File: src/hdl/fog_params.svh
// constants for the frequency output sync gate
// assumes inclusion by the package and the design files
`ifndef FOG_PARAMS_SVH
`define FOG_PARAMS_SVH
`define FOG_ADDR_FREQ      12'h000
`define FOG_ADDR_DELAY     12'h004
`define FOG_ADDR_SYNCOFF   12'h008
`define FOG_ADDR_STATUS    12'h00C
`define FOG_ADDR_CTRL      12'h010
`define FOG_FREQ_MIN       24'h000001
`define FOG_FREQ_MAX       24'h989680
`define FOG_FREQ_RST       24'h989680
`define FOG_ON_RST         8'h00
`define FOG_OFF_MIN        8'h02
`define FOG_OFF_RST        8'h02
`define FOG_SYNCOFF_MIN    14'h0002
`define FOG_SYNCOFF_RST    14'h0037
`define FOG_ACC_W          32
`define FOG_CLK_HZ         32'h017D7840
`define FOG_ON_LSB         0
`define FOG_OFF_LSB        8
`endif

File: src/hdl/fog_pkg.sv
// types for the frequency output sync gate
// assumes fog_params.svh on the include path
package fog_pkg;
  `include "fog_params.svh"
  typedef enum logic [1:0] {
    FOG_SRC_LOST = 2'b00,
    FOG_QUARTZ   = 2'b01,
    FOG_REG_QTZ  = 2'b10,
    FOG_SYNC     = 2'b11
  } fog_stat_t;
  typedef enum logic [1:0] {
    FOG_G_OFF  = 2'b00,
    FOG_G_WAIT = 2'b01,
    FOG_G_ON   = 2'b10,
    FOG_G_HOLD = 2'b11
  } fog_gate_t;
  typedef struct packed {
    logic [23:0] freq;
    logic [7:0]  on_min;
    logic [7:0]  off_min;
    logic [13:0] syncoff_min;
    logic        remote_lock;
  } fog_cfg_t;
endpackage : fog_pkg
File: src/hdl/fog_gate.sv
// frequency output gating, status holdover timer and apb config registers
// assumes a minute tick from the system clock and a source-lock level from a pin
//
// Contract
// - frequency is settable 1 Hz to 10 MHz in 1 Hz steps and generated at that rate.
// - output stays off until sync status has held unbroken for the on-delay, 0 to 255 min.
// - after sync falls to quartz, output continues for the off-delay, 2 to 255 min.
// - on-delay and off-delay are held as separate settings.
// - writes from the remote configuration path to these settings are refused.
// - on source loss the status passes regulated quartz first, quartz after the sync-off delay.
`timescale 1ns/1ps
`include "fog_params.svh"
module fog_gate
  import fog_pkg::*;
(
  // clock and reset
  input  wire logic        I_CORE_CLK,
  input  wire logic        I_SYS_RST,
  // apb slave
  input  wire logic        I_PSEL,
  input  wire logic        I_PENABLE,
  input  wire logic        I_PWRITE,
  input  wire logic [11:0] I_PADDR,
  input  wire logic [31:0] I_PWDATA,
  input  wire logic        I_PREMOTE,
  output logic [31:0]      O_PRDATA,
  output logic             O_PREADY,
  output logic             O_PSLVERR,
  // system inputs
  input  wire logic        I_SRC_LOCK,
  input  wire logic        I_MIN_TICK,
  // outputs
  output logic             O_FREQ_OUT,
  output logic             O_FREQ_EN,
  output logic [1:0]       O_SYNC_STAT
);
  fog_cfg_t    cfg_reg;
  fog_cfg_t    cfg_next;
  fog_stat_t   stat_reg;
  fog_stat_t   stat_next;
  fog_gate_t   gate_reg;
  fog_gate_t   gate_next;
  logic [13:0] soff_cnt_reg;
  logic [13:0] soff_cnt_next;
  logic [7:0]  cnt_reg;
  logic [7:0]  cnt_next;
  logic        lock_s1_reg;
  logic        lock_s2_reg;
  logic        rd_err;
  logic        wr_err;
  logic        access;
  logic [31:0] rdata;

  function automatic logic addr_known(input logic [11:0] a);
    addr_known = (a == `FOG_ADDR_FREQ) || (a == `FOG_ADDR_DELAY) || (a == `FOG_ADDR_SYNCOFF)
              || (a == `FOG_ADDR_STATUS) || (a == `FOG_ADDR_CTRL);
  endfunction : addr_known

  // two-flop synchroniser for the lock pin
  always_ff @(posedge I_CORE_CLK) begin
    if (I_SYS_RST) begin
      lock_s1_reg <= 1'b0;
      lock_s2_reg <= 1'b0;
    end else begin
      lock_s1_reg <= I_SRC_LOCK;
      lock_s2_reg <= lock_s1_reg;
    end
  end

  assign access    = I_PSEL & I_PENABLE;
  assign O_PREADY  = 1'b1;

  // register writes
  always_comb begin
    cfg_next = cfg_reg;
    wr_err   = 1'b0;
    if (access && I_PWRITE) begin
      if (!addr_known(I_PADDR) || (I_PADDR == `FOG_ADDR_STATUS)) begin
        wr_err = 1'b1;
      end else if (I_PREMOTE && (I_PADDR != `FOG_ADDR_CTRL)
                   && (cfg_reg.remote_lock || (I_PADDR == `FOG_ADDR_FREQ)
                       || (I_PADDR == `FOG_ADDR_DELAY))) begin
        // frequency and delay settings never taken from the remote path
        wr_err = 1'b1;
      end else begin
        unique case (I_PADDR)
          `FOG_ADDR_FREQ: begin
            // out-of-range settings refused
            if ((I_PWDATA[23:0] < `FOG_FREQ_MIN) || (I_PWDATA[23:0] > `FOG_FREQ_MAX)
                || (I_PWDATA[31:24] != 8'h00)) begin
              wr_err = 1'b1;
            end else begin
              cfg_next.freq = I_PWDATA[23:0];
            end
          end
          `FOG_ADDR_DELAY: begin
            if (I_PWDATA[`FOG_OFF_LSB+:8] < `FOG_OFF_MIN) begin
              wr_err = 1'b1;
            end else begin
              cfg_next.on_min  = I_PWDATA[`FOG_ON_LSB+:8];
              cfg_next.off_min = I_PWDATA[`FOG_OFF_LSB+:8];
            end
          end
          `FOG_ADDR_SYNCOFF: begin
            if (I_PWDATA[13:0] < `FOG_SYNCOFF_MIN) begin
              wr_err = 1'b1;
            end else begin
              cfg_next.syncoff_min = I_PWDATA[13:0];
            end
          end
          `FOG_ADDR_CTRL: begin
            if (I_PREMOTE) begin
              wr_err = 1'b1;
            end else begin
              cfg_next.remote_lock = I_PWDATA[0];
            end
          end
          default: wr_err = 1'b1;
        endcase
      end
    end
  end

  // read mux
  always_comb begin
    rdata  = 32'h0000_0000;
    rd_err = 1'b0;
    unique case (I_PADDR)
      `FOG_ADDR_FREQ:    rdata = {8'h00, cfg_reg.freq};
      `FOG_ADDR_DELAY:   rdata = {16'h0000, cfg_reg.off_min, cfg_reg.on_min};
      `FOG_ADDR_SYNCOFF: rdata = {18'h00000, cfg_reg.syncoff_min};
      `FOG_ADDR_STATUS:  rdata = {16'h0000, cnt_reg, 4'h0, gate_reg, stat_reg};
      `FOG_ADDR_CTRL:    rdata = {31'h0000_0000, cfg_reg.remote_lock};
      default:           rd_err = 1'b1;
    endcase
  end

  assign O_PSLVERR = access & (I_PWRITE ? wr_err : rd_err);
  assign O_PRDATA  = (access && !I_PWRITE && !rd_err) ? rdata : 32'h0000_0000;

  // sync status with regulated quartz holdover
  always_comb begin
    stat_next     = stat_reg;
    soff_cnt_next = soff_cnt_reg;
    if (lock_s2_reg) begin
      stat_next     = FOG_SYNC;
      soff_cnt_next = 14'h0000;
    end else begin
      unique case (stat_reg)
        FOG_SYNC: begin
          stat_next     = FOG_REG_QTZ;
          soff_cnt_next = 14'h0000;
        end
        FOG_REG_QTZ: begin
          if (I_MIN_TICK) begin
            soff_cnt_next = soff_cnt_reg + 14'h0001;
            if (soff_cnt_next >= cfg_reg.syncoff_min) begin
              stat_next = FOG_QUARTZ;
            end
          end
        end
        FOG_QUARTZ:   stat_next = FOG_QUARTZ;
        FOG_SRC_LOST: stat_next = FOG_SRC_LOST;
      endcase
    end
  end

  // output gate
  always_comb begin
    gate_next = gate_reg;
    cnt_next  = cnt_reg;
    unique case (gate_reg)
      FOG_G_OFF: begin
        cnt_next = 8'h00;
        if (stat_reg == FOG_SYNC) begin
          gate_next = (cfg_reg.on_min == 8'h00) ? FOG_G_ON : FOG_G_WAIT;
        end
      end
      FOG_G_WAIT: begin
        if (stat_reg != FOG_SYNC) begin
          gate_next = FOG_G_OFF;
        end else if (I_MIN_TICK) begin
          cnt_next = cnt_reg + 8'h01;
          if (cnt_next >= cfg_reg.on_min) begin
            gate_next = FOG_G_ON;
          end
        end
      end
      FOG_G_ON: begin
        cnt_next = 8'h00;
        if (stat_reg == FOG_QUARTZ) begin
          gate_next = FOG_G_HOLD;
        end
      end
      FOG_G_HOLD: begin
        if (stat_reg == FOG_SYNC) begin
          gate_next = FOG_G_ON;
          cnt_next  = 8'h00;
        end else if (I_MIN_TICK) begin
          cnt_next = cnt_reg + 8'h01;
          if (cnt_next >= cfg_reg.off_min) begin
            gate_next = FOG_G_OFF;
          end
        end
      end
    endcase
  end

  always_ff @(posedge I_CORE_CLK) begin
    if (I_SYS_RST) begin
      cfg_reg.freq        <= `FOG_FREQ_RST;
      cfg_reg.on_min      <= `FOG_ON_RST;
      cfg_reg.off_min     <= `FOG_OFF_RST;
      cfg_reg.syncoff_min <= `FOG_SYNCOFF_RST;
      cfg_reg.remote_lock <= 1'b1;
      stat_reg            <= FOG_SRC_LOST;
      soff_cnt_reg        <= 14'h0000;
      gate_reg            <= FOG_G_OFF;
      cnt_reg             <= 8'h00;
    end else begin
      cfg_reg      <= cfg_next;
      stat_reg     <= stat_next;
      soff_cnt_reg <= soff_cnt_next;
      gate_reg     <= gate_next;
      cnt_reg      <= cnt_next;
    end
  end

  logic en_reg;
  always_ff @(posedge I_CORE_CLK) begin
    if (I_SYS_RST) begin
      en_reg <= 1'b0;
    end else begin
      en_reg <= (gate_next == FOG_G_ON) || (gate_next == FOG_G_HOLD);
    end
  end

  fog_nco u_nco (
    .i_clk  (I_CORE_CLK),
    .i_rst  (I_SYS_RST),
    .i_run  (en_reg),
    .i_freq (cfg_reg.freq),
    .o_wave (O_FREQ_OUT)
  );

  assign O_FREQ_EN   = en_reg;
  assign O_SYNC_STAT = stat_reg;
endmodule : fog_gate

File: src/hdl/fog_nco.sv
// phase accumulator generating a square wave at a 1 Hz resolution setting
// assumes freq below half the core clock and a synchronous high reset
`timescale 1ns/1ps
`include "fog_params.svh"
module fog_nco
  import fog_pkg::*;
#(
  parameter int ACC_W = `FOG_ACC_W
) (
  // clock and reset
  input  wire logic        i_clk,
  input  wire logic        i_rst,
  // control
  input  wire logic        i_run,
  input  wire logic [23:0] i_freq,
  // output
  output logic             o_wave
);
  logic [ACC_W-1:0] acc_reg;
  logic [ACC_W-1:0] acc_next;
  logic             wave_reg;
  logic             wave_next;
  logic [ACC_W:0]   sum;

  always_comb begin
    sum       = {1'b0, acc_reg} + {{(ACC_W+1-24){1'b0}}, i_freq};
    acc_next  = acc_reg;
    wave_next = 1'b0;
    if (i_run) begin
      // modulo the clock rate: one wrap per output half period pair
      if (sum >= {1'b0, `FOG_CLK_HZ}) begin
        acc_next = ACC_W'(sum - {1'b0, `FOG_CLK_HZ});
      end else begin
        acc_next = sum[ACC_W-1:0];
      end
      wave_next = (acc_next >= ACC_W'(`FOG_CLK_HZ >> 1));
    end else begin
      acc_next = '0;
    end
  end

  always_ff @(posedge i_clk) begin
    if (i_rst) begin
      acc_reg  <= '0;
      wave_reg <= 1'b0;
    end else begin
      acc_reg  <= acc_next;
      wave_reg <= wave_next;
    end
  end

  assign o_wave = wave_reg;
endmodule : fog_nco

File: config.mk
export PLATFORM = sky130hd
export DESIGN_NAME = fog_gate
export DESIGN_NICKNAME = d
export VERILOG_FILES = /design/src/hdl/fog_pkg.sv /design/src/hdl/fog_gate.sv /design/src/hdl/fog_nco.sv
export VERILOG_INCLUDE_DIRS = /design/src /design/src/hdl
export SDC_FILE = /design/constraint.sdc
export NUM_CORES = 1
export LEC_CHECK = 0
export BUFFER_PORTS_ARGS = -buffer_cell sky130_fd_sc_hd__buf_2
export CORE_MARGIN = 1
export CORE_UTILIZATION = 55
export CTS_BUF_LIST = sky130_fd_sc_hd__clkbuf_2 sky130_fd_sc_hd__clkbuf_4 sky130_fd_sc_hd__clkbuf_8
export CTS_CLUSTER_DIAMETER = 200
export DETAILED_ROUTE_END_ITERATION = 8
export PLACE_DENSITY = 0.74
export SYNTH_ARGS = -nofsm -noshare
export SYNTH_HDL_FRONTEND = slang
export SYNTH_HIERARCHICAL = 1
export SYNTH_SLANG_ARGS = --single-unit
File: constraint.sdc
create_clock -name I_CORE_CLK -period 6.4 [get_ports I_CORE_CLK]
set_clock_uncertainty 0.2 [all_clocks]
set_input_delay 0.32 -clock I_CORE_CLK [delete_from_list [all_inputs] [get_ports I_CORE_CLK]]
set_output_delay 0.32 -clock I_CORE_CLK [all_outputs]
set_load 0.02 [all_outputs]
Yosys cells after proc, flatten, opt, wreduce, memory -nomap -nowiden
Cells that the tools add are included.

word-level totals
  ROM bits = 0
  logic and storage cells = 121
  memory bits (writable) = 0
  bits in registers = 117
  memories = 0
  output and inout port bits = 38
  bits in latches = 0

operators by class
  muxes and demuxes = 34
  reduce and logical (&&, ||, !) cells = 33
  shifts and indexed selects = 0
  bitwise operators = 9
  equality and inequality tests = 18
  div/mod/pow operators = 0
  $add $sub $neg = 4
  order comparisons = 9
  multipliers = 0

operators with widths
  cell                                                         number
  one-hot mux 24 bit (5 select lines)                          1
  two-way mux 32 bit                                           3
  adder 32 x 24 -> 33 bit                                      1
  >= comparator 33 x 25 -> 1 bit, second input constant        1
  >= comparator 32 x 24 -> 1 bit, second input constant        1
  subtractor 32 x 25 -> 32 bit, second input constant          1
  one-hot mux 14 bit (2 select lines)                          1
  equality test 12 x 4 -> 1 bit, second input constant         2
  greater-than comparator 24 bit, second input constant        1
  less-than comparator 24 x 1 -> 1 bit, second input constant  1
  two-way mux 2 bit                                            12
  two-way mux 8 bit                                            3
  one-hot mux 8 bit (3 select lines)                           1
  AND reduction 5 bit                                          4
  >= comparator 8 bit                                          2
  one-hot mux 2 bit (4 select lines)                           2
  adder 14 x 1 -> 14 bit, second input constant                1
  >= comparator 14 bit                                         1
  less-than comparator 14 x 2 -> 1 bit, second input constant  1
  two-way mux 14 bit                                           1
  equality test 12 x 3 -> 1 bit, second input constant         1
  equality test 12 x 5 -> 1 bit, second input constant         1
  equality test 2 bit, second input constant                   6
  logical NOT 12 bit                                           1
  other kinds (20)                                             57

Logic depth before layout (Yosys ltp)
Gate-level depths: netlist (run 1).

  depth after elaboration = 11
  mapped depth = 20
  mapped depth without buffers = 18

By module
The synthesis (run 1) kept the hierarchy.

by module, submodules not included
  module    area each (um2)  times used  cells an instance
  fog_gate  5506.5           1           659
  fog_nco   3574.7           1           461

Worst setup path after synthesis (run 1)
OpenSTA, ideal clock, no wires.

  kind = flip-flop to flip-flop
  from = register cfg_reg[31] (netlist bit)
  to = register u_nco.wave_reg, in the netlist u_nco/o_wave
  data arrival time = 4141 ps
  slack = 1943 ps
  data required time = 6084 ps
  path buffers = 0
  cell stages (with the launch flop) = 16
  clock period less this slack = 4457 ps
  cell sequence = dfxtp_1 ha_1 fa_1 a21o_1 a221oi_2 o21ai_2 a21oi_1 xor2_1 or4_1 nor4b_1 o211ai_2 a211o_1 o41ai_1 o22a_1 a31oi_1 a41o_1

on the way
  cells in the longest elaborated chain, start to end = 5
  elaborated cells between the ends (all ways) = 6
  classes of those cells = add/sub (2); order compare (2); mux (2)

ends and longest elaborated chain
  item                                                                            RTL line                      source
  start: declaration                                                              fog_gate.sv:37                fog_cfg_t cfg_reg;
  start signal: assignment                                                        fog_gate.sv:221               cfg_reg <= cfg_next;
  adder 32 x 24 -> 33 bit *                                                       fog_nco.sv:26                 sum = {1'b0, acc_reg} + {{(ACC_W+1-24){1'b0}}, i_freq};
  subtractor 32 x 25 -> 32 bit or >= comparator 33 x 25 -> 1 bit (tied branches)  fog_nco.sv:32, fog_nco.sv:31
  two-way mux 32 bit *                                                            fog_nco.sv:31                 if (sum >= {1'b0, `FOG_CLK_HZ}) begin
  two-way mux 32 bit *                                                            fog_nco.sv:29                 if (i_run) begin
  >= comparator 32 x 24 -> 1 bit *                                                fog_nco.sv:36                 wave_next = (acc_next >= ACC_W'(`FOG_CLK_HZ >> 1));
  end signal: assignment                                                          fog_nco.sv:48                 wave_reg <= wave_next;
  end: declaration                                                                fog_nco.sv:21                 logic wave_reg;

Mark *: on every way between the ends. The rest lies on a longest branch, timed or not. The select of a mux whose other input is x is not followed.
A chain may end at the register's enable or synchronous reset.

Final worst setup path (run 1)
Same ends and word-level chain as after synthesis.

==> flow_summary.json, run 1 <==
{
  "finalWeightedCongestion": 0.9380,
  "crit_chain": "ha_1 > fa_1 > a21o_1 > a221oi_2 > o21ai_2 > a21oi_1 > xor2_1 > or4_1 > nor4b_1 > o211ai_2 > nand2_1 > nand4_1 > xnor2_1 > o311ai_0 > a41o_1",
  "wl_per_cell_um": 17.98,
  "hold_viol": 0,
  "fin_ws_ns": 1.213,
  "syn_inst": 1120,
  "critPathMaxFanout": 16,
  "drt_first_pass_iters": 6,
  "largest_reg_flops": 55,
  "slowest_delay_ns": 0.61,
  "critical-path-top-delay-family": "simple AND/OR/NAND/NOR gates",
  "max_slew.worst_pin.slew_ns": 1.050,
  "core_area_um2": 16000,
  "synthesis.area_um2": 9081,
  "pwr_density_cell_nw_per_um2": 166.8,
  "overflow": 0,
  "synth_top_area_share": 0.2579,
  "r2r-start": "cfg_reg[31]$_SDFFE_PP0P_",
  "seq_area_frac_synth": 0.2579,
  "via_per_inst": 6.157,
  "tritoncts": "built",
  "status": "finished, final reports clean",
  "r2r_slack_ns": 1.21,
  "yosysTopAreaCell": "dfxtp_1",
  "crit_path_end_kind": "register",
  "cts_buffer_depth": 2,
  "grt_pass1_vias": 8030,
  "critPathBufInv": 0,
  "slew_headroom": 0.2950,
  "die_area_um2": 17030,
  "cp_slowest_cell": "or4_1",
  "wl_um": 25330,
  "crit_arrival_ns": 5.33,
  "synth_edf_count": 0,
  "avgSynthCellArea_um2": 8.108,
  "nets": 1294,
  "max-vdd-ir-drop_mv": 0.1284,
  "async_flop_share": 0,
  "drc": 0,
  "finalSetupViolations": 0,
  "grt_max_degree": 101,
  "design_area_um2": 10070,
  "cp_num_cells": 15,
  "n_antenna_cell": 0,
  "ant_nets": 0,
  "yosysWarnings": 6,
  "cts.sinks": 117,
  "synthToLayoutAreaGrowth_pct": 10.87,
  "placed_cell_area_um2": 9504,
  "period_share": 0.8104,
  "crit_type": "register to register",
  "synth_cell_type_count": 86,
  "port_buffers": 80,
  "clkLatencyLatePin_ns": 0.45,
  "synth_area_leaders": "dfxtp_1 26%, ha_1 8.4%, mux2i_1 6.1%",
  "cts_max_level": 4,
  "drt-initial-drc-count": 932,
  "ios": 90,
  "tns_ns": 0,
  "cap_violations": 0,
  "rr_worst_depth": 15,
  "clk_pin_slew_ns": 0.07,
  "slew_violations": 0,
  "grt_pass1_wl_um": 40620,
  "worstPathRequired_ns": 6.55,
  "crit_path_end": "u_nco/o_wave$_SDFF_PP0_",
  "num_rows": 46,
  "cts_setup_buffers": 0,
  "crit_start": "cfg_reg[31]$_SDFFE_PP0P_",
  "num_vias": 8675,
  "rsz0062_at_grt": "false",
  "fmax_ghz": 0.1928,
  "pre_cts_slack_ns": 1.307,
  "start_util": 0.5676,
  "yosys_register_bits": 117,
  "dieHeight_um": 130.5,
  "dpl.hpwl_um": 18730,
  "synth-main-ff-cell": "dfxtp_1",
  "cp-start-kind": "register",
  "leakage_nw": 4.116,
  "grt_usage": 0.3058,
  "die_w_um": 130.5,
  "cts_made_buffers": 17,
  "period_needed_ns": 5.187,
  "drive_gt1_frac": 0.1316,
  "cts_root_buf": "clkbuf_8",
  "hp-class": "input port to register",
  "grt_antenna_before_repair": 0,
  "r2r_end": "u_nco/o_wave$_SDFF_PP0_"
}
## cell usage in the layout (no fill, tap or decap), types with 12 or more instances in the layout
master,count
nor3_1,17
mux2i_1,55
and2_1,23
xor2_1,40
nand2_1,70
nor2_1,118
xnor2_1,40
clkbuf_8,22
a211oi_1,13
nand3_1,16
dlygate4sd3_1,15
buf_2,80
a21oi_1,79
o21ai_0,23
dfxtp_1,117
a22oi_1,23
a21o_1,12
nand4_1,19
ha_1,61
nand2b_1,68
or4_1,12
inv_1,41
and3_1,23
## synthesized netlist by cell type, types with 8 or more instances
library cell,count
a211oi_1,13
a21o_1,12
a21oi_1,79
a22oi_1,23
a311oi_1,9
a31oi_1,10
and2_1,23
and3_1,23
and4_1,8
buf_2,15
buf_4,10
clkbuf_1,36
dfxtp_1,117
ha_1,61
inv_1,41
mux2i_1,55
nand2_1,70
nand2b_1,68
nand3_1,16
nand4_1,19
nor2_1,118
nor2b_1,10
nor3_1,17
nor4_1,11
o21ai_0,23
or4_1,12
xnor2_1,40
xor2_1,40
## how the worst min path moves through the flow
stage / from / endpoint / cells past startpoint
4_1_cts: I_PWDATA[14] / cfg_reg[21]$_SDFFE_PP0P_ / 3
3_3_place_gp: lock_s1_reg$_SDFF_PP0_ / lock_s2_reg$_SDFF_PP0_ / 1
6_report: I_PWDATA[4] / cfg_reg[27]$_SDFFE_PP0P_ / 3
2_1_floorplan: lock_s1_reg$_SDFF_PP0_ / lock_s2_reg$_SDFF_PP0_ / 1
5_1_grt: I_PWDATA[5] / cfg_reg[36]$_SDFFE_PP0P_ / 3
3_5_place_dp: lock_s1_reg$_SDFF_PP0_ / lock_s2_reg$_SDFF_PP0_ / 1
## tightest hold or removal path, cell delays in order
cell,delay [ns]
buf_2,0.15
nand2b_1,0.10
mux2i_1,0.07
## power breakdown
group	switching [mW]	leakage (nW)	total [mW]	internal, mW
clock network	0.319	0.216	0.724	0.405
logic	0.129	2.96	0.209	0.0796
registers	0.0111	0.944	0.747	0.736
## per-layer routing
| layer | share of wire | up-vias | track usage |
|---|---|---|---|
| met1 | 0.45 | 4072 | 0.4098 |
| met5 | 0 | - | 0 |
| met3 | 0.074 | 49 | 0.05130 |
| li1 | - | 4174 | - |
| met2 | 0.45 | 380 | 0.4899 |
| met4 | 0.025 | 0 | 0.1197 |
## stage by stage
stage | hold slack, ns | cells | util | power (mW)
6_report | 0.03346 | 1409 | 0.6293 | 1.680
5_1_grt | 0.03829 | 1409 | 0.6293 | 1.736
4_1_cts | 0.01171 | 1409 | 0.6293 | 1.680
3_5_place_dp | 0.2315 | 1362 | 0.5940 | 0.9615
3_3_place_gp | 0.2311 | 1362 | 0.5940 | 0.9586
2_1_floorplan | 0.2138 | 1127 | - | 0.9028
## timing repair
action | CTS | global route
endpoints found under the hold margin | 19 | 0
hold buffers | 15 | 0
gates resized for setup | 0 | 0
## cells by family (layout without fill, tap and decap cells)
logic type | count (synthesis) | count (layout) | synth area share
compound gates | 254 | 254 | 0.1963
xor+xnor | 81 | 81 | 0.07895
fa+ha+maj | 62 | 62 | 0.08625
buf+inv | 110 | 176 | 0.05608
flops | 117 | 117 | 0.2579
mux | 57 | 57 | 0.06310
other cells | 2 | 9 | 0.0008270
simple gates | 437 | 437 | 0.2605
## area by class of cell
class	count	area [um^2]
fillers	1409	5932
repair buffers	103	610.6
inverters	41	153.9
well taps	216	270.3
clock inverters	8	96.34
multi-input cells	900	6277
flip-flops and latches	117	2342
clock buffers	24	317.8
Power figures use the tool's default switching activity.
==> inputs of run 2 (changes only) <==
- clock period: 6.4 -> 4.85 ns (I/O delays scaled with it)
==> run 2 against run 1 <==
Worst hold slack improved by 0.11 ns. Critical path depth rose by 3. Wire length rose by 3.2%. Clock power rose by 37%. Via count rose by 2.0%. Worst setup slack got worse by 1.1 ns. Final area rose by 4.6%. Die area did not move.
==> flow_summary.json, run 2 (synthesized netlist as in run 1, its figures left out) <==
{
  "tns_ns": 0,
  "dpl.hpwl_um": 19020,
  "finalWeightedCongestion": 0.9228,
  "status": "finished, final reports clean",
  "crit_path_end_kind": "register",
  "cap_violations": 0,
  "cp-start-kind": "register",
  "hold_viol": 0,
  "wl_um": 26150,
  "grt_pass1_vias": 8062,
  "wl_per_cell_um": 18.03,
  "ios": 90,
  "grt_max_degree": 85,
  "pwr_density_cell_nw_per_um2": 215.6,
  "cp_slowest_cell": "a221oi_4",
  "drt-initial-drc-count": 615,
  "drt_first_pass_iters": 5,
  "slew_violations": 0,
  "crit_top_cell": "ha_1",
  "largest_reg_flops": 55,
  "slowest_delay_ns": 0.41,
  "dieHeight_um": 130.5,
  "ant_nets": 0,
  "overflow": 0,
  "hp-start": "I_PADDR[4]",
  "period_needed_ns": 4.740,
  "critPathBufInv": 1,
  "num_vias": 8846,
  "clk_pin_slew_ns": 0.07,
  "core_area_um2": 16000,
  "drc": 0,
  "tritoncts": "built",
  "grt_usage": 0.3086,
  "n_antenna_cell": 0,
  "finalPower_mw": 2.271,
  "via_per_inst": 6.101,
  "r2r-start": "cfg_reg[31]$_SDFFE_PP0P_",
  "cts_made_buffers": 17,
  "cts_root_buf": "clkbuf_8",
  "port_buffers": 80,
  "period_share": 0.9774,
  "critPathMaxFanout": 6,
  "whs_ns": 0.1428,
  "max-vdd-ir-drop_mv": 0.1822,
  "die_area_um2": 17030,
  "die_w_um": 130.5,
  "start_util": 0.5676,
  "drive_gt1_frac": 0.1605,
  "hp-class": "input port to register",
  "layout_commonest_cell": "nor2_1",
  "utilization": 0.6585,
  "grt_antenna_before_repair": 0,
  "grt_pass1_wl_um": 40690,
  "n_fill_cell": 1383,
  "worstPathRequired_ns": 4.99,
  "crit_arrival_ns": 4.88,
  "finalSetupViolations": 0,
  "crit_chain": "ha_1 > fa_2 > a21o_1 > a221oi_4 > xnor2_2 > ha_1 > nor4b_2 > nand3_1 > nor2_1 > nand4b_1 > nor4b_4 > o211ai_4 > buf_4 > a211o_1 > xnor2_1 > nor4bb_1 > a31oi_1 > a41o_1",
  "cts.sinks": 117,
  "fmax_ghz": 0.2110,
  "final_cell_mix": "118 x nor2_1, 117 x dfxtp_1, 80 x buf_2",
  "num_rows": 46,
  "max_slew.worst_pin.slew_ns": 1.225,
  "cts_max_level": 4,
  "leakage_nw": 4.347,
  "crit_type": "register to register",
  "slew_headroom": 0.1832,
  "synthToLayoutAreaGrowth_pct": 16.02,
  "critical-path-top-delay-family": "compound AO/OA/AOI/OAI gates",
  "clkLatencyLatePin_ns": 0.45,
  "crit_start": "cfg_reg[31]$_SDFFE_PP0P_",
  "cts_buffer_depth": 2,
  "nets": 1335
}
run 2: changes by cell type in the layout (fill, tap and decap cells not counted), sizes merged:
| cell | change |
|---|---|
| clkinvlp | -1 |
| buf | +28 |
| bufinv | +1 |
| dlygate4sd3 | +13 |
run 2: worst min-delay path, cell delays in order:
cell     delay [ns]
buf_2          0.16
nand2_1        0.13
or4_1          0.12
a211o_1        0.11
run 2: final cells by class:
cell class,instances,area [um^2],share of cell area
clock inverter,8,122.6,0.01164
clock buffer,24,305.3,0.02898
tap,216,270.3,0.02565
sequential,117,2342,0.2223
timing repair buffer,144,950.9,0.09025
inverter,41,153.9,0.01461
multi-input combinational,900,6391,0.6066
run 2: stage by stage:
step                std cells  instance area [um^2]  worst slack [ns]
finish                   1450                 10540            0.1098
floorplan                1127                  9107            0.3931
global route             1450                 10540          -0.06090
detailed placement       1386                  9684          -0.05192
global placement         1386                  9684            0.1603
CTS                      1446                 10400           0.06777
run 2: path summary, 6_finish.rpt:
path	to	slack [ns]	depth (start not counted)
min reg2reg	lock_s2_reg$_SDFF_PP0_	0.24	1
max	u_nco/o_wave$_SDFF_PP0_	0.11	18
min	cfg_reg[0]$_SDFFE_PP1P_	0.14	4
max reg2reg	u_nco/o_wave$_SDFF_PP0_	0.11	18
run 2: what timing repair did:
item	4_1_cts	5_1_grt
gates cloned	0	0
pin swaps	0	10
endpoints found under the setup margin	1	1
hold buffers	28	0
setup buffers	0	4
gates resized for setup	1	19
hold endpoints to repair	56	0
run 2: where the power goes:
part / internal, mW / switching [mW] / leakage (nW)
clock network: 0.572 / 0.420 / 0.225
logic: 0.118 / 0.175 / 3.18
registers: 0.971 / 0.0151 / 0.944
run 2: metal layers:
layer | GRT usage | share of wire
met1 | 0.4107 | 0.44
met2 | 0.4911 | 0.45
met3 | 0.06230 | 0.079
met4 | 0.1183 | 0.028
met5 | 0 | 0
==> inputs of run 3 (changes only) <==
- GPL_TIMING_DRIVEN: unset -> 0
- MAX_ROUTING_LAYER: unset -> met4
- clock period: 4.85 -> 5.93 ns (I/O delays scaled with it)
==> run 3 against run 2 <==
The run now ends with max-capacitance violations left. Cell count rose by 1.6%. Sequential cell count is the same. Total power is 11% lower. Fmax decreased by 12%. Via count is 0.86% higher. Utilization decreased by 0.28 points. Combinational power fell by 17%. Sequential power is 18% lower. Critical path depth shrank 3. Clock power shrank 2%. Wire length up 0.49%. Final area is 0.43% lower. Largest power group unchanged. Highest routed layer unchanged.
==> flow_summary.json, run 3 (synthesized netlist as in run 1, its figures left out) <==
{
  "status": "finished with violations",
  "failed_checks": "max-capacitance violations",
  "pwr-share-clk": 0.480,
  "cap_violations": 1,
  "layout_commonest_cell": "nor2_1",
  "period_needed_ns": 5.402,
  "grt_max_degree": 17,
  "clkLatencyLatePin_ns": 0.46,
  "die_area_um2": 17030,
  "instances_no_fill": 1473,
  "wl_per_cell_um": 17.84,
  "dp.cells": 1421,
  "drive_gt1_frac": 0.1408,
  "leakage_nw": 4.321,
  "max_slew.worst_pin.slew_ns": 1.477,
  "nets": 1358,
  "cts_root_buf": "clkbuf_8",
  "rsz0062_at_grt": "false",
  "core_area_um2": 16000,
  "fmax_ghz": 0.1851,
  "cp-start-kind": "register",
  "fin_ws_ns": 0.5281,
  "slew_violations": 0,
  "finalPower_mw": 2.026,
  "cp_num_cells": 15,
  "via_per_inst": 6.057,
  "grt_usage": 0.3278,
  "max-vdd-ir-drop_mv": 0.1779,
  "netSwitchingPower_mw": 0.5171,
  "cts_made_buffers": 17,
  "wl_um": 26280,
  "critPathMaxFanout": 10,
  "grt_pass1_vias": 8193,
  "cts_buffer_depth": 2,
  "crit_arrival_ns": 5.55,
  "synthToLayoutAreaGrowth_pct": 15.53,
  "pre_cts_slack_ns": 0.6542,
  "n_antenna_cell": 0,
  "seq_power_share": 0.399,
  "drt-initial-drc-count": 765,
  "dieHeight_um": 130.5,
  "port_buffers": 78,
  "num_vias": 8922,
  "rr_worst_depth": 15,
  "tns_ns": 0,
  "tritoncts": "built",
  "cts.sinks": 117,
  "cts_resized": 0,
  "final_cell_mix": "118 x nor2_1, 117 x dfxtp_1, 93 x buf_2",
  "hold_viol": 0,
  "overflow": 0,
  "grt_pass1_wl_um": 41790,
  "cp_slowest_cell": "or4_1",
  "start_util": 0.5676,
  "p_comb_frac": 0.121,
  "finalSetupViolations": 0,
  "cts_max_level": 4,
  "switching_share": 0.2553,
  "critical-path-top-delay-family": "compound AO/OA/AOI/OAI gates",
  "min_path_cells": 3,
  "slowest_delay_ns": 0.64,
  "ios": 90,
  "crit_chain": "ha_1 > a211oi_1 > o21ai_1 > a31o_2 > a21oi_1 > xor2_1 > or4_1 > nor4b_1 > o211ai_2 > nand2_1 > buf_4 > nand4_1 > xnor2_1 > o311ai_0 > a41o_1",
  "largest_reg_flops": 55,
  "clk_pin_slew_ns": 0.08,
  "dpl.hpwl_um": 20000,
  "cts_setup_buffers": 0,
  "slew_headroom": 0.001777,
  "p_int_mw": 1.509,
  "ant_nets": 0,
  "period_share": 0.9109,
  "drc": 0,
  "num_rows": 46,
  "ctsHoldBuffers": 20,
  "crit_type": "register to register",
  "critPathBufInv": 1,
  "pwr_density_cell_nw_per_um2": 193.1,
  "hp-class": "input port to register",
  "die_w_um": 130.5,
  "worstPathRequired_ns": 6.08,
  "crit_path_end_kind": "register",
  "finalWeightedCongestion": 0.9479,
  "drt_first_pass_iters": 9,
  "grt_antenna_before_repair": 0
}
[run 3: cell types whose count changed in the layout (fill, tap and decap cells not counted), moves of 3 or more]
| cell | before | now |
|---|---|---|
| clkbuf_1 | 0 | 36 |
| buf_4 | 36 | 10 |
| buf_2 | 80 | 93 |
| dlygate4sd3_1 | 28 | 20 |
| buf_6 | 0 | 5 |
| bufinv_16 | 3 | 7 |
| clkbuf_4 | 4 | 0 |
| nor4b_1 | 4 | 7 |
| xnor2_1 | 37 | 40 |
| xnor2_2 | 3 | 0 |
[run 3: worst paths after layout]
kind                                 start                      end  slack, ns
setup / recovery  cfg_reg[32]$_SDFFE_PP0P_  u_nco/o_wave$_SDFF_PP0_       0.53
hold / removal                   I_PREMOTE  cfg_reg[0]$_SDFFE_PP1P_       0.02
setup reg to reg  cfg_reg[32]$_SDFFE_PP0P_  u_nco/o_wave$_SDFF_PP0_       0.53
hold reg to reg     lock_s1_reg$_SDFF_PP0_   lock_s2_reg$_SDFF_PP0_       0.25
[run 3: per-stage QoR]
step | area [um^2] | utilization | hold WS (ns)
CTS | 10490 | 0.6557 | 0.002327
global placement | 9768 | 0.6105 | 0.2339
floorplan | 9107 | - | 0.2138
detailed placement | 9768 | 0.6105 | 0.2472
global route | 10490 | 0.6557 | 0.006100
finish | 10490 | 0.6557 | 0.01868
[run 3: per-layer routing]
metal	share of wire	GRT usage	vias up
met2	0.45	0.5145	371
met3	0.076	0.07085	48
met5	0	-	-
li1	-	-	4300
met4	0.022	0.08384	0
met1	0.45	0.4264	4203
[run 3: power groups by stage]
| stage | Combinational [mW] | Clock (mW) | Sequential [mW] |
|---|---|---|---|
| floorplan | 0.150 | 0 | 0.824 |
| global placement | 0.224 | 0 | 0.825 |
| detailed placement | 0.226 | 0 | 0.826 |
| CTS | 0.239 | 0.975 | 0.807 |
| global route | 0.265 | 1.02 | 0.808 |
| finish | 0.244 | 0.973 | 0.808 |
[run 3: cell type report]
cell class	instances	area, um^2
Multi-Input combinational cell	900	6256
Clock buffer	20	275.3
Clock inverter	12	247.7
Inverter	41	153.9
Sequential cell	117	2342
Timing Repair Buffer	98	590.6
Fill cell	1410	5509
Buffer	69	355.3
Tap cell	216	270.3
[run 3: tightest hold or removal path: cells and delay by family]
| kind | cells | cell delay (ns) |
|---|---|---|
| buffers and inverters | 1 | 0.12 |
| AND/OR/NAND/NOR | 1 | 0.12 |
| AO/OA/AOI/OAI | 1 | 0.10 |
